## src/rtl/idw_pkg.sv

```systemverilog
package idw_pkg;

  // Avalon register map (byte addresses)
  localparam logic [7:0] ADDR_UDMA_CFG = 8'h00;
  localparam logic [7:0] ADDR_MODE_SEL = 8'h04;
  localparam logic [7:0] ADDR_ERASE_TIME = 8'h08;
  localparam logic [7:0] ADDR_APM_LEVEL = 8'h0C;
  localparam logic [7:0] ADDR_SEC_CTRL = 8'h10;
  localparam logic [7:0] ADDR_POWER_CFG = 8'h14;
  localparam logic [7:0] ADDR_ADV_CAP = 8'h18;
  localparam logic [7:0] ADDR_SEC_CMD = 8'h1C;
  localparam logic [7:0] ADDR_WORD88 = 8'h20;
  localparam logic [7:0] ADDR_WORD89 = 8'h24;
  localparam logic [7:0] ADDR_WORD90 = 8'h28;
  localparam logic [7:0] ADDR_WORD91 = 8'h2C;
  localparam logic [7:0] ADDR_WORD128 = 8'h30;
  localparam logic [7:0] ADDR_WORD160 = 8'h34;
  localparam logic [7:0] ADDR_WORD162 = 8'h38;
  localparam logic [7:0] ADDR_WORD163 = 8'h3C;

  // Identify word numbers on the word port
  localparam logic [7:0] WNUM_88 = 8'h58;
  localparam logic [7:0] WNUM_89 = 8'h59;
  localparam logic [7:0] WNUM_90 = 8'h5A;
  localparam logic [7:0] WNUM_91 = 8'h5B;
  localparam logic [7:0] WNUM_128 = 8'h80;
  localparam logic [7:0] WNUM_160 = 8'hA0;
  localparam logic [7:0] WNUM_162 = 8'hA2;
  localparam logic [7:0] WNUM_163 = 8'hA3;

  // Mode select command kinds (MODE_SEL bits 5:4)
  localparam logic [1:0] SEL_NONE = 2'h0;
  localparam logic [1:0] SEL_UDMA = 2'h1;
  localparam logic [1:0] SEL_MDMA = 2'h2;

  // Advanced mode codes
  localparam logic [2:0] ADV_LEGACY = 3'h0;
  localparam logic [2:0] ADV_MAX = 3'h2;

  // Security command codes (SEC_CMD bits 1:0)
  localparam logic [1:0] SCMD_FAIL = 2'h1;
  localparam logic [1:0] SCMD_UNLOCK = 2'h2;
  localparam logic [1:0] SCMD_ERASE = 2'h3;

  localparam logic [7:0] SEC_ATTEMPTS = 8'h05;
  localparam logic [31:0] ZERO_WORD = 32'h0000_0000;

  typedef enum logic [2:0] {
    ST_IDLE = 3'b001,
    ST_ACK = 3'b010,
    ST_HOLD = 3'b100
  } bus_state_e;

endpackage : idw_pkg

```

## src/rtl/identify_word_formatter.sv

```systemverilog
`timescale 1ns/100ps
// Contract
// - At most one DMA mode selected; Ultra and Multiword selections exclude each other.
// - Word 88 bits 14..8 flag selected Ultra DMA mode 6..0.
// - Word 88 bits 6..0 flag supported modes; higher support implies all lower.
// - Word 88 is provided whenever any Ultra DMA mode is supported.
// - Word 89: normal erase time code, 0 unspecified, 1-254 x2 minutes, 255 longer.
// - Word 90: enhanced erase time code using the same scheme.
// - Word 91 low byte holds current power management level.
// - Word 128 bit 8 is one for maximum security level when enabled.
// - Word 128 bit 5 flags enhanced erase support.
// - Word 128 bit 4 flags expired attempts; unlock and erase aborted until reset.
// - Word 128 bit 3 flags frozen, bit 2 flags locked.
// - Word 128 bit 1 flags security enabled, bit 0 flags support.
// - Word 160 given for power mode 1; bit 15 valid, bit 14 zero.
// - Word 160 bit 13 lacks level 1 commands, bit 12 commands disabled.
// - Word 160 bits 11..0 hold maximum current in mA.
// - Word 162 bit 0 flags key scheme support; bits 15..1 reserved.
// - Word 163 bits 2..0 give maximum advanced PIO mode code.
// - Word 163 bits 5..3 give maximum advanced Multiword DMA code.
// - Word 163 bits 8..6 give selected advanced PIO code.
// - Word 163 bits 11..9 give selected advanced Multiword DMA code.
// - Word 163 bits 15..12 reserved, carry nothing.
module identify_word_formatter
  import idw_pkg::*;
(
  // Clock and reset
  input wire logic mclk,
  input wire logic rst_n,
  // Avalon-MM slave
  input wire logic [7:0] address,
  input wire logic read,
  input wire logic write,
  input wire logic [31:0] writedata,
  input wire logic [3:0] byteenable,
  output logic [31:0] readdata,
  output logic waitrequest,
  // Identify word port
  input wire logic [7:0] word_num,
  output logic [15:0] word_data,
  output logic word_valid,
  // Security command result
  output logic sec_cmd_abort
);

  typedef struct packed {
    bus_state_e bst;
    logic [31:0] rdata;
    logic [6:0] udma_sup;
    logic [6:0] udma_sel;
    logic [2:0] mdma_sel;
    logic [2:0] pio_sel;
    logic [7:0] erase_norm;
    logic [7:0] erase_enh;
    logic [7:0] apm;
    logic sec_sup;
    logic sec_en;
    logic sec_max;
    logic enh_sup;
    logic frozen;
    logic locked;
    logic expired;
    logic [7:0] fail_cnt;
    logic abort;
    logic pwr_valid;
    logic no_level1_commands;
    logic level1_commands_disabled;
    logic [11:0] max_ma;
    logic key_sup;
    logic [2:0] pio_max;
    logic [2:0] mdma_max;
    logic [15:0] wdata;
    logic wvalid;
  } state_s;

  state_s st_reg;
  state_s st_next;

  logic [15:0] w88;
  logic [15:0] w89;
  logic [15:0] w90;
  logic [15:0] w91;
  logic [15:0] w128;
  logic [15:0] w160;
  logic [15:0] w162;
  logic [15:0] w163;
  logic [6:0] sup_fill;
  logic [6:0] sel_onehot;
  logic [2:0] sel_mode;
  logic [1:0] sel_kind;
  logic [2:0] sel_adv;
  logic [31:0] rd_mux;
  logic [15:0] wd_mux;

  ////////////////////////////////////////////////////////////////////////////
  // Word assembly

  always_comb begin
    sup_fill = st_reg.udma_sup;
    for (int i = 5; i >= 0; i--) begin
      sup_fill[i] = sup_fill[i] | sup_fill[i + 1];
    end
  end

  assign w88 = {1'b0, st_reg.udma_sel, 1'b0, sup_fill};
  assign w89 = {8'h00, st_reg.erase_norm};
  assign w90 = {8'h00, st_reg.erase_enh};
  assign w91 = {8'h00, st_reg.apm};
  assign w128 = {7'h00, st_reg.sec_en & st_reg.sec_max, 2'h0, st_reg.enh_sup,
    st_reg.expired, st_reg.frozen, st_reg.locked, st_reg.sec_en, st_reg.sec_sup};
  assign w160 = st_reg.pwr_valid ? {1'b1, 1'b0, st_reg.no_level1_commands,
    st_reg.level1_commands_disabled, st_reg.max_ma} : 16'h0000;
  assign w162 = {15'h0000, st_reg.key_sup};
  assign w163 = {4'h0, st_reg.mdma_sel, st_reg.pio_sel,
    st_reg.mdma_max, st_reg.pio_max};

  always_comb begin
    unique case (word_num)
      WNUM_88: wd_mux = w88;
      WNUM_89: wd_mux = w89;
      WNUM_90: wd_mux = w90;
      WNUM_91: wd_mux = w91;
      WNUM_128: wd_mux = w128;
      WNUM_160: wd_mux = w160;
      WNUM_162: wd_mux = w162;
      WNUM_163: wd_mux = w163;
      default: wd_mux = 16'h0000;
    endcase
  end

  always_comb begin
    unique case (address)
      ADDR_UDMA_CFG: rd_mux = {25'h0, st_reg.udma_sup};
      ADDR_MODE_SEL: rd_mux = {26'h0, sel_kind_rd(st_reg), 1'b0, sel_mode_rd(st_reg)};
      ADDR_ERASE_TIME: rd_mux = {16'h0, st_reg.erase_enh, st_reg.erase_norm};
      ADDR_APM_LEVEL: rd_mux = {24'h0, st_reg.apm};
      ADDR_SEC_CTRL: rd_mux = {16'h0, st_reg.fail_cnt, 1'b0, st_reg.expired,
        st_reg.locked, st_reg.frozen, st_reg.enh_sup, st_reg.sec_max,
        st_reg.sec_en, st_reg.sec_sup};
      ADDR_POWER_CFG: rd_mux = {17'h0, st_reg.pwr_valid, st_reg.no_level1_commands,
        st_reg.level1_commands_disabled, st_reg.max_ma};
      ADDR_ADV_CAP: rd_mux = {25'h0, st_reg.key_sup, st_reg.mdma_max, st_reg.pio_max};
      ADDR_SEC_CMD: rd_mux = {31'h0, st_reg.abort};
      ADDR_WORD88: rd_mux = {16'h0, w88};
      ADDR_WORD89: rd_mux = {16'h0, w89};
      ADDR_WORD90: rd_mux = {16'h0, w90};
      ADDR_WORD91: rd_mux = {16'h0, w91};
      ADDR_WORD128: rd_mux = {16'h0, w128};
      ADDR_WORD160: rd_mux = {16'h0, w160};
      ADDR_WORD162: rd_mux = {16'h0, w162};
      ADDR_WORD163: rd_mux = {16'h0, w163};
      default: rd_mux = ZERO_WORD;
    endcase
  end

  function automatic logic [1:0] sel_kind_rd(input state_s s);
    if (|s.udma_sel) begin
      sel_kind_rd = SEL_UDMA;
    end else if (s.mdma_sel != ADV_LEGACY) begin
      sel_kind_rd = SEL_MDMA;
    end else begin
      sel_kind_rd = SEL_NONE;
    end
  endfunction : sel_kind_rd

  function automatic logic [2:0] sel_mode_rd(input state_s s);
    sel_mode_rd = 3'h0;
    for (int i = 0; i < 7; i++) begin
      if (s.udma_sel[i]) begin
        sel_mode_rd = 3'(i);
      end
    end
    if (!(|s.udma_sel)) begin
      sel_mode_rd = s.mdma_sel;
    end
  endfunction : sel_mode_rd

  ////////////////////////////////////////////////////////////////////////////
  // Mode select decode

  assign sel_kind = writedata[5:4];
  assign sel_mode = writedata[2:0];
  assign sel_adv = (writedata[10:8] > ADV_MAX) ? ADV_LEGACY : writedata[10:8];
  assign sel_onehot = (sel_mode < 3'h7) ? 7'(7'h01 << sel_mode) : 7'h00;

  ////////////////////////////////////////////////////////////////////////////
  // Next state

  always_comb begin
    st_next = st_reg;
    st_next.wdata = wd_mux;
    st_next.wvalid = 1'b1;
    unique case (st_reg.bst)
      ST_IDLE: begin
        if (read || write) begin
          st_next.bst = ST_ACK;
          st_next.rdata = rd_mux;
        end
      end
      ST_ACK: begin
        st_next.bst = ST_HOLD;
        if (write && byteenable[0]) begin
          unique case (address)
            ADDR_UDMA_CFG: st_next.udma_sup = writedata[6:0];
            ADDR_MODE_SEL: begin
              st_next.pio_sel = sel_adv;
              if (sel_kind == SEL_UDMA && sup_fill[sel_mode[2:0] < 3'h7 ? sel_mode : 3'h0]
                  && sel_mode < 3'h7) begin
                st_next.udma_sel = sel_onehot;
                st_next.mdma_sel = ADV_LEGACY;
              end else if (sel_kind == SEL_MDMA) begin
                st_next.udma_sel = 7'h00;
                st_next.mdma_sel = (sel_mode > ADV_MAX) ? ADV_LEGACY : sel_mode;
              end else begin
                st_next.udma_sel = 7'h00;
                st_next.mdma_sel = ADV_LEGACY;
              end
            end
            ADDR_ERASE_TIME: begin
              st_next.erase_norm = writedata[7:0];
              if (byteenable[1]) begin
                st_next.erase_enh = writedata[15:8];
              end
            end
            ADDR_APM_LEVEL: st_next.apm = writedata[7:0];
            ADDR_SEC_CTRL: begin
              st_next.sec_sup = writedata[0];
              st_next.sec_en = writedata[1] & writedata[0];
              st_next.sec_max = writedata[2];
              st_next.enh_sup = writedata[3];
              st_next.frozen = writedata[4];
              st_next.locked = writedata[5];
            end
            ADDR_POWER_CFG: begin
              st_next.max_ma = writedata[11:0];
              st_next.level1_commands_disabled = writedata[12];
              st_next.no_level1_commands = writedata[13];
              st_next.pwr_valid = writedata[14];
            end
            ADDR_ADV_CAP: begin
              st_next.pio_max = (writedata[2:0] > ADV_MAX) ? ADV_LEGACY : writedata[2:0];
              st_next.mdma_max = (writedata[5:3] > ADV_MAX) ? ADV_LEGACY : writedata[5:3];
              st_next.key_sup = writedata[6];
            end
            ADDR_SEC_CMD: begin
              st_next.abort = 1'b0;
              if (writedata[1:0] == SCMD_FAIL && !st_reg.expired) begin
                st_next.fail_cnt = st_reg.fail_cnt + 8'h01;
                if (st_reg.fail_cnt + 8'h01 >= SEC_ATTEMPTS) begin
                  st_next.expired = 1'b1;
                end
              end else if ((writedata[1:0] == SCMD_UNLOCK || writedata[1:0] == SCMD_ERASE)
                  && st_reg.expired) begin
                st_next.abort = 1'b1;
              end
            end
            default: begin
            end
          endcase
        end
      end
      ST_HOLD: begin
        if (!read && !write) begin
          st_next.bst = ST_IDLE;
        end
      end
      default: st_next.bst = ST_IDLE;
    endcase
    if (!rst_n) begin
      st_next = '0;
      st_next.bst = ST_IDLE;
    end
  end

  always_ff @(posedge mclk) begin
    st_reg <= st_next;
  end

  assign waitrequest = (st_reg.bst != ST_ACK);
  assign readdata = st_reg.rdata;
  assign word_data = st_reg.wdata;
  assign word_valid = st_reg.wvalid;
  assign sec_cmd_abort = st_reg.abort;

  ////////////////////////////////////////////////////////////////////////////
  // Assertions

  a_dma_exclusive: assert property (@(posedge mclk) disable iff (!rst_n)
    !((|st_reg.udma_sel) && st_reg.mdma_sel != ADV_LEGACY) && $onehot0(st_reg.udma_sel))
    else $error("Two DMA modes selected");
  a_udma_sel_map: assert property (@(posedge mclk) disable iff (!rst_n)
    w88[14:8] == st_reg.udma_sel)
    else $error("Word 88 select field wrong");
  a_sup_fill: assert property (@(posedge mclk) disable iff (!rst_n)
    ((w88[6:0] + 7'h01) & w88[6:0]) == 7'h00)
    else $error("Word 88 support not contiguous");
  a_reserved_zero: assert property (@(posedge mclk) disable iff (!rst_n)
    w88[15] == 1'b0 && w88[7] == 1'b0 && w163[15:12] == 4'h0 && w160[14] == 1'b0)
    else $error("Reserved bit set");
  a_expire_abort: assert property (@(posedge mclk) disable iff (!rst_n)
    st_reg.bst == ST_ACK && write && address == ADDR_SEC_CMD && byteenable[0]
      && st_reg.expired && writedata[1] |=> sec_cmd_abort)
    else $error("Expired unlock not aborted");
  a_expire_sticky: assert property (@(posedge mclk) disable iff (!rst_n)
    st_reg.expired |=> st_reg.expired && w128[4])
    else $error("Expire flag dropped");
  a_level_gate: assert property (@(posedge mclk) disable iff (!rst_n)
    w128[8] |-> w128[1])
    else $error("Maximum level without enable");
  a_power_valid: assert property (@(posedge mclk) disable iff (!rst_n)
    !st_reg.pwr_valid |-> w160 == 16'h0000)
    else $error("Power word without valid");
  a_mode_atomic: assert property (@(posedge mclk) disable iff (!rst_n)
    st_reg.bst == ST_ACK && write && address == ADDR_MODE_SEL && byteenable[0]
      && writedata[5:4] == SEL_MDMA |=> w88[14:8] == 7'h00)
    else $error("Ultra select not cleared");
  a_ack_one: assert property (@(posedge mclk) disable iff (!rst_n)
    !waitrequest |=> waitrequest)
    else $error("Waitrequest low twice");

  ////////////////////////////////////////////////////////////////////////////
  // Word content checks

  a_word_exclusive: assert property (@(posedge mclk) disable iff (!rst_n)
    !((|w88[14:8]) && w163[11:9] != ADV_LEGACY))
    else $error("Ultra and Multiword both selected");
  a_udma_clears_mdma: assert property (@(posedge mclk) disable iff (!rst_n)
    st_reg.bst == ST_ACK && write && address == ADDR_MODE_SEL && byteenable[0]
      && writedata[5:4] == SEL_UDMA |=> w163[11:9] == ADV_LEGACY)
    else $error("Multiword select not cleared");
  a_adv_max_code: assert property (@(posedge mclk) disable iff (!rst_n)
    w163[2:0] <= ADV_MAX && w163[5:3] <= ADV_MAX)
    else $error("Reserved advanced support code");
  a_adv_sel_code: assert property (@(posedge mclk) disable iff (!rst_n)
    w163[8:6] <= ADV_MAX && w163[11:9] <= ADV_MAX)
    else $error("Reserved advanced select code");
  a_key_reserved: assert property (@(posedge mclk) disable iff (!rst_n)
    w162[15:1] == 15'h0000)
    else $error("Key scheme reserved bit set");
  a_upper_zero: assert property (@(posedge mclk) disable iff (!rst_n)
    w89[15:8] == 8'h00 && w90[15:8] == 8'h00 && w91[15:8] == 8'h00)
    else $error("Upper byte of byte word set");
  a_erase_load: assert property (@(posedge mclk) disable iff (!rst_n)
    st_reg.bst == ST_ACK && write && address == ADDR_ERASE_TIME && byteenable[0]
      |=> w89[7:0] == $past(writedata[7:0]))
    else $error("Erase time not loaded");
  a_apm_load: assert property (@(posedge mclk) disable iff (!rst_n)
    st_reg.bst == ST_ACK && write && address == ADDR_APM_LEVEL && byteenable[0]
      |=> w91[7:0] == $past(writedata[7:0]))
    else $error("Power management level not loaded");
  a_expire_count: assert property (@(posedge mclk) disable iff (!rst_n)
    st_reg.expired |-> st_reg.fail_cnt == SEC_ATTEMPTS)
    else $error("Expired before attempt limit");
  a_abort_expired: assert property (@(posedge mclk) disable iff (!rst_n)
    sec_cmd_abort |-> st_reg.expired)
    else $error("Abort without expiry");
  a_word_follow: assert property (@(posedge mclk) disable iff (!rst_n)
    1'b1 |=> word_data == $past(wd_mux))
    else $error("Word port lags selected word");
  a_rdata_hold: assert property (@(posedge mclk) disable iff (!rst_n)
    st_reg.bst == ST_HOLD |-> $stable(readdata))
    else $error("Read data moved after answer");

  c_udma_pick: cover property (@(posedge mclk) disable iff (!rst_n) |st_reg.udma_sel);
  c_mdma_pick: cover property (@(posedge mclk) disable iff (!rst_n)
    st_reg.mdma_sel != ADV_LEGACY);
  c_expired: cover property (@(posedge mclk) disable iff (!rst_n) sec_cmd_abort);
  c_expire_set: cover property (@(posedge mclk) disable iff (!rst_n) $rose(st_reg.expired));
  c_power_desc: cover property (@(posedge mclk) disable iff (!rst_n) w160[15]);

endmodule : identify_word_formatter

```

## config.mk

```make
export PLATFORM = sky130hd
export DESIGN_NAME = identify_word_formatter
export DESIGN_NICKNAME = d
export VERILOG_FILES = /design/src/rtl/idw_pkg.sv /design/src/rtl/identify_word_formatter.sv
export SDC_FILE = /design/constraint.sdc
export NUM_CORES = 1
export LEC_CHECK = 0
export ABC_AREA = 1
export BUFFER_PORTS_ARGS = -buffer_cell sky130_fd_sc_hd__buf_2
export CORE_MARGIN = 2
export CORE_UTILIZATION = 43
export DETAILED_ROUTE_END_ITERATION = 6
export PLACE_DENSITY = 0.66
export SLEW_MARGIN = 25
export SYNTH_ARGS = -nofsm -noshare
export SYNTH_HDL_FRONTEND = slang
export SYNTH_SLANG_ARGS = --single-unit
```

## constraint.sdc

```tcl
create_clock -name mclk -period 1.3 [get_ports mclk]
set_input_delay 0.065 -clock mclk [delete_from_list [all_inputs] [get_ports mclk]]
set_output_delay 0.065 -clock mclk [all_outputs]
set_load 0.005 [all_outputs]
```

==> out/qor.txt <==
Mux contribution to synthesized area: 0%
Met1 Track Usage GR: 44.84%
Final design utilization: 67.12%
Fin cells: 1416
Top Usage Layer GRT: met2
Total global routing track utilization: 33.22%
Area of the multi-input gates: 0.004053 mm^2
Ys Warns: 0
Layout cells sized above 1: 40.88%
Unique cell type count in the Yosys netlist: 43
Post-Synth XOR/XNOR Area: 0.6650%
I/O Pins: 107
Filler cells: 1234
Vias: 8039
Power Density: 992.5 mW/mm^2
CTS buffer count: 17
Synth Flop Type: dfxtp_1
Max reg flops: 84
Mean Syn Cell Area: 6.824 um^2
# clock sinks: 118
Clock Tree Root: clkbuf_16
Setup CP Type: reg -> reg
Adder-cell share of the synthesized area: 0.5700%
GRT Residual Overflow: 0
Setup TNS: -15.26 ns
Final critical-path share of the clock period: 120.7%
Mapped Cells: 965
IO buf count: 72
Number of nets with antenna violations after routing: 0
Mapped cell area: 0.006585 mm^2
Sequential share of the synthesized area: 35.87%
Failing checks: setup timing
Final Slew Violations: 0
Inserted Diodes: 0
Vias in the first global route: 7292
MaxCap Viol Count: 0
Total Power: 10.05 mW
DR iter-0 viols: 1053
Grt met3 use: 7.346%
P_leak: 4.404 nW
Iteration count of the initial detailed-routing pass: 6
CP Capture Type: flop
Simple-Gate Fraction of Synth Area: 29.24%
Avg WL per Cell: 19.62 um
Crit-path max FO: 6
Post-synth ARST share: 0%
Initial Utilization: 43.64%
Largest net degree at the start of global routing: 46
Number of flops mapped to enable cells by yosys: 0
Die Wd: 127.8 um
CTS max path bufs: 2
CP arrival: 1.93 ns
Clk pin slew, worst setup/hold paths: 0.06 ns
Hold Path Class: in -> reg
Global-route wire length before repair: 40.94 mm
Fin. Hold Viols: 0
Slack of the critical path: -0.2686 ns
Later-pin clock latency in the skew report: 0.43 ns
P&R area growth vs syn: 53.81%
Met2 Resource Use GR: 51.27%
Die height: 127.8 um
Final GP Congestion: 1.064
CTS tree: built
Highest clock rate: 637.5 MHz
Largest family of logic cells by synthesized area: simple AND/OR/NAND/NOR gates
Post-synthesis register bit count: 118
Routed WL: 27.79 mm
Minimum clock period: 1.569 ns
Site Rows: 45
Register area: 0.002376 mm^2
Status: finished, violations left
Placed wire-length estimate: 19.89 mm
Initial antenna violation count: 1
Cells after DPL: 1349
H-tree levels: 4
Nets: 1274
CORE AREA: 0.01509 mm^2
Die area: 0.01632 mm^2
Worst Path Required: 1.66 ns
RSZ-0062 raised after global routing: true
Vias per std cell: 5.677
Count of final setup violators: 91
DRC: 0
VDD IR max: 0.8851 mV
Synth Area in Compound Gates: 19.49%
Startpoint class of the critical path: flop
Final setup skew: 0.009947 ns
[layer usage]
metal	vias to the layer above	part of all wire (%)	routed length, um
met4	0	3.7	1029
met3	86	12	3238
met5	-	0	0
met2	517	45	12460
li1	3655	-	-
met1	3781	40	11060
[area by class of cell]
class                      instances  area share, %
timing repair buffer             290          22.74
tap                              188          2.322
clock buffer                      19          4.472
timing repair inverter             1        0.06177
multi-input combinational        674          40.01
clock inverter                    13          2.372
inverter                         113          4.558
sequential                       118          23.46
[critical path: stages, from the launching register on]
cell and delay [ns]:
dfxtp_2 0.32, inv_2 0.07, nand3_4 0.08, nor2_4 0.11
buf_6 0.13, inv_6 0.05, nor3_4 0.11, buf_6 0.16
nand3_4 0.14, nor2_4 0.14, nor2_2 0.05, a21oi_2 0.14
[cell usage after synthesis, types with 2 or more instances]
cell | number | area share [%]
clkbuf_1 | 12 | 0.68
o22ai_1 | 29 | 2.8
o211ai_1 | 4 | 0.46
a21oi_2 | 2 | 0.27
ha_1 | 3 | 0.57
nand3b_1 | 3 | 0.34
dfxtp_1 | 118 | 36
nand3_2 | 3 | 0.46
nor2_1 | 86 | 4.9
inv_2 | 14 | 0.80
o221ai_1 | 2 | 0.27
nand3_1 | 67 | 5.1
buf_4 | 50 | 5.7
nor2_2 | 8 | 0.76
nand2_2 | 11 | 1.0
nor3_1 | 16 | 1.2
buf_6 | 2 | 0.34
a21oi_1 | 105 | 8.0
nor2_8 | 3 | 0.91
nor2_4 | 5 | 0.85
clkinv_1 | 2 | 0.11
a211oi_1 | 6 | 0.68
nor3_2 | 2 | 0.30
nand4_1 | 12 | 1.1
nand2_4 | 3 | 0.51
inv_1 | 96 | 5.5
nor4_2 | 2 | 0.38
buf_2 | 11 | 0.84
xor2_1 | 5 | 0.66
o21ai_0 | 67 | 5.1
a31oi_1 | 3 | 0.29
nand2_1 | 188 | 11
o21ai_1 | 15 | 1.1
[cell usage in the layout (no fill, tap or decap), drive strengths merged]
cell         Yosys  layout
a31oi            3       3
ha               3       3
clkbuf          12      19
nand4           12      12
clkinv           2       4
nor2           102     102
nand3b           3       3
o221ai           2       2
conb             1      16
dlygate4sd3      0      13
o21ai           82      82
dfxtp          118     118
xor2             5       5
buf             64     277
o31ai            1       1
inv            111     116
nand3           71      71
nor4             3       3
o211ai           4       4
nand2          202     203
a21oi          107     107
o31a             1       1
a221oi           1       1
bufinv           0       6
a211oi           7       7
nor3            19      19
o22ai           29      29
clkinvlp         0       1
[worst paths after layout]
| check | start | to | slack, ns | depth (start not counted) |
|---|---|---|---|---|
| setup / recovery | st_reg[131]$_SDFFE_PN1P_ | st_reg[48]$_SDFFE_PN0P_ | -0.27 | 11 |
| hold / removal | byteenable[1] | st_reg[65]$_SDFFE_PN0P_ | 0.05 | 3 |
| setup reg to reg | st_reg[131]$_SDFFE_PN1P_ | st_reg[48]$_SDFFE_PN0P_ | -0.27 | 11 |
| hold reg to reg | readdata[7]$_SDFFE_PN0P_ | readdata[7]$_SDFFE_PN0P_ | 0.46 | 2 |
[cell families after synthesis]
kind of cell	Yosys count
AND/OR/NAND/NOR	412
AO/OA/AOI/OAI	237
buffers and inverters	189
flip-flops	118
XOR/XNOR	5
adder cells (fa/ha/maj)	3
other	1
[where the power goes]
part / internal [mW] / total (mW) / switching (mW)
Clock: 3.73 / 5.61 / 1.88
Combinational: 0.302 / 0.807 / 0.505
Sequential: 3.63 / 3.64 / 0.00786
Total: 7.66 / 10.1 / 2.39
[stage by stage]
| step | setup slack [ns] | instance area (um^2) | hold WS (ns) |
|---|---|---|---|
| after floorplan | -0.08550 | 6698 | 0.09272 |
| after global placement | -0.3132 | 8280 | 0.3135 |
| after detailed placement | -0.3061 | 8280 | 0.3122 |
| after CTS | -0.3137 | 9642 | 0.01926 |
| after global routing | -0.3589 | 10130 | 0.05363 |
| final | -0.2686 | 10130 | 0.05253 |
[what timing repair did]
item,CTS,global route
hold endpoints to repair,27,0
pin swaps,44,43
gates cloned,3,2
hold buffers,13,0
buffers inserted,14,9
setup endpoints to repair,107,108
gates resized for setup,132,126
Note: power is estimated with default switching activity, not from simulation.
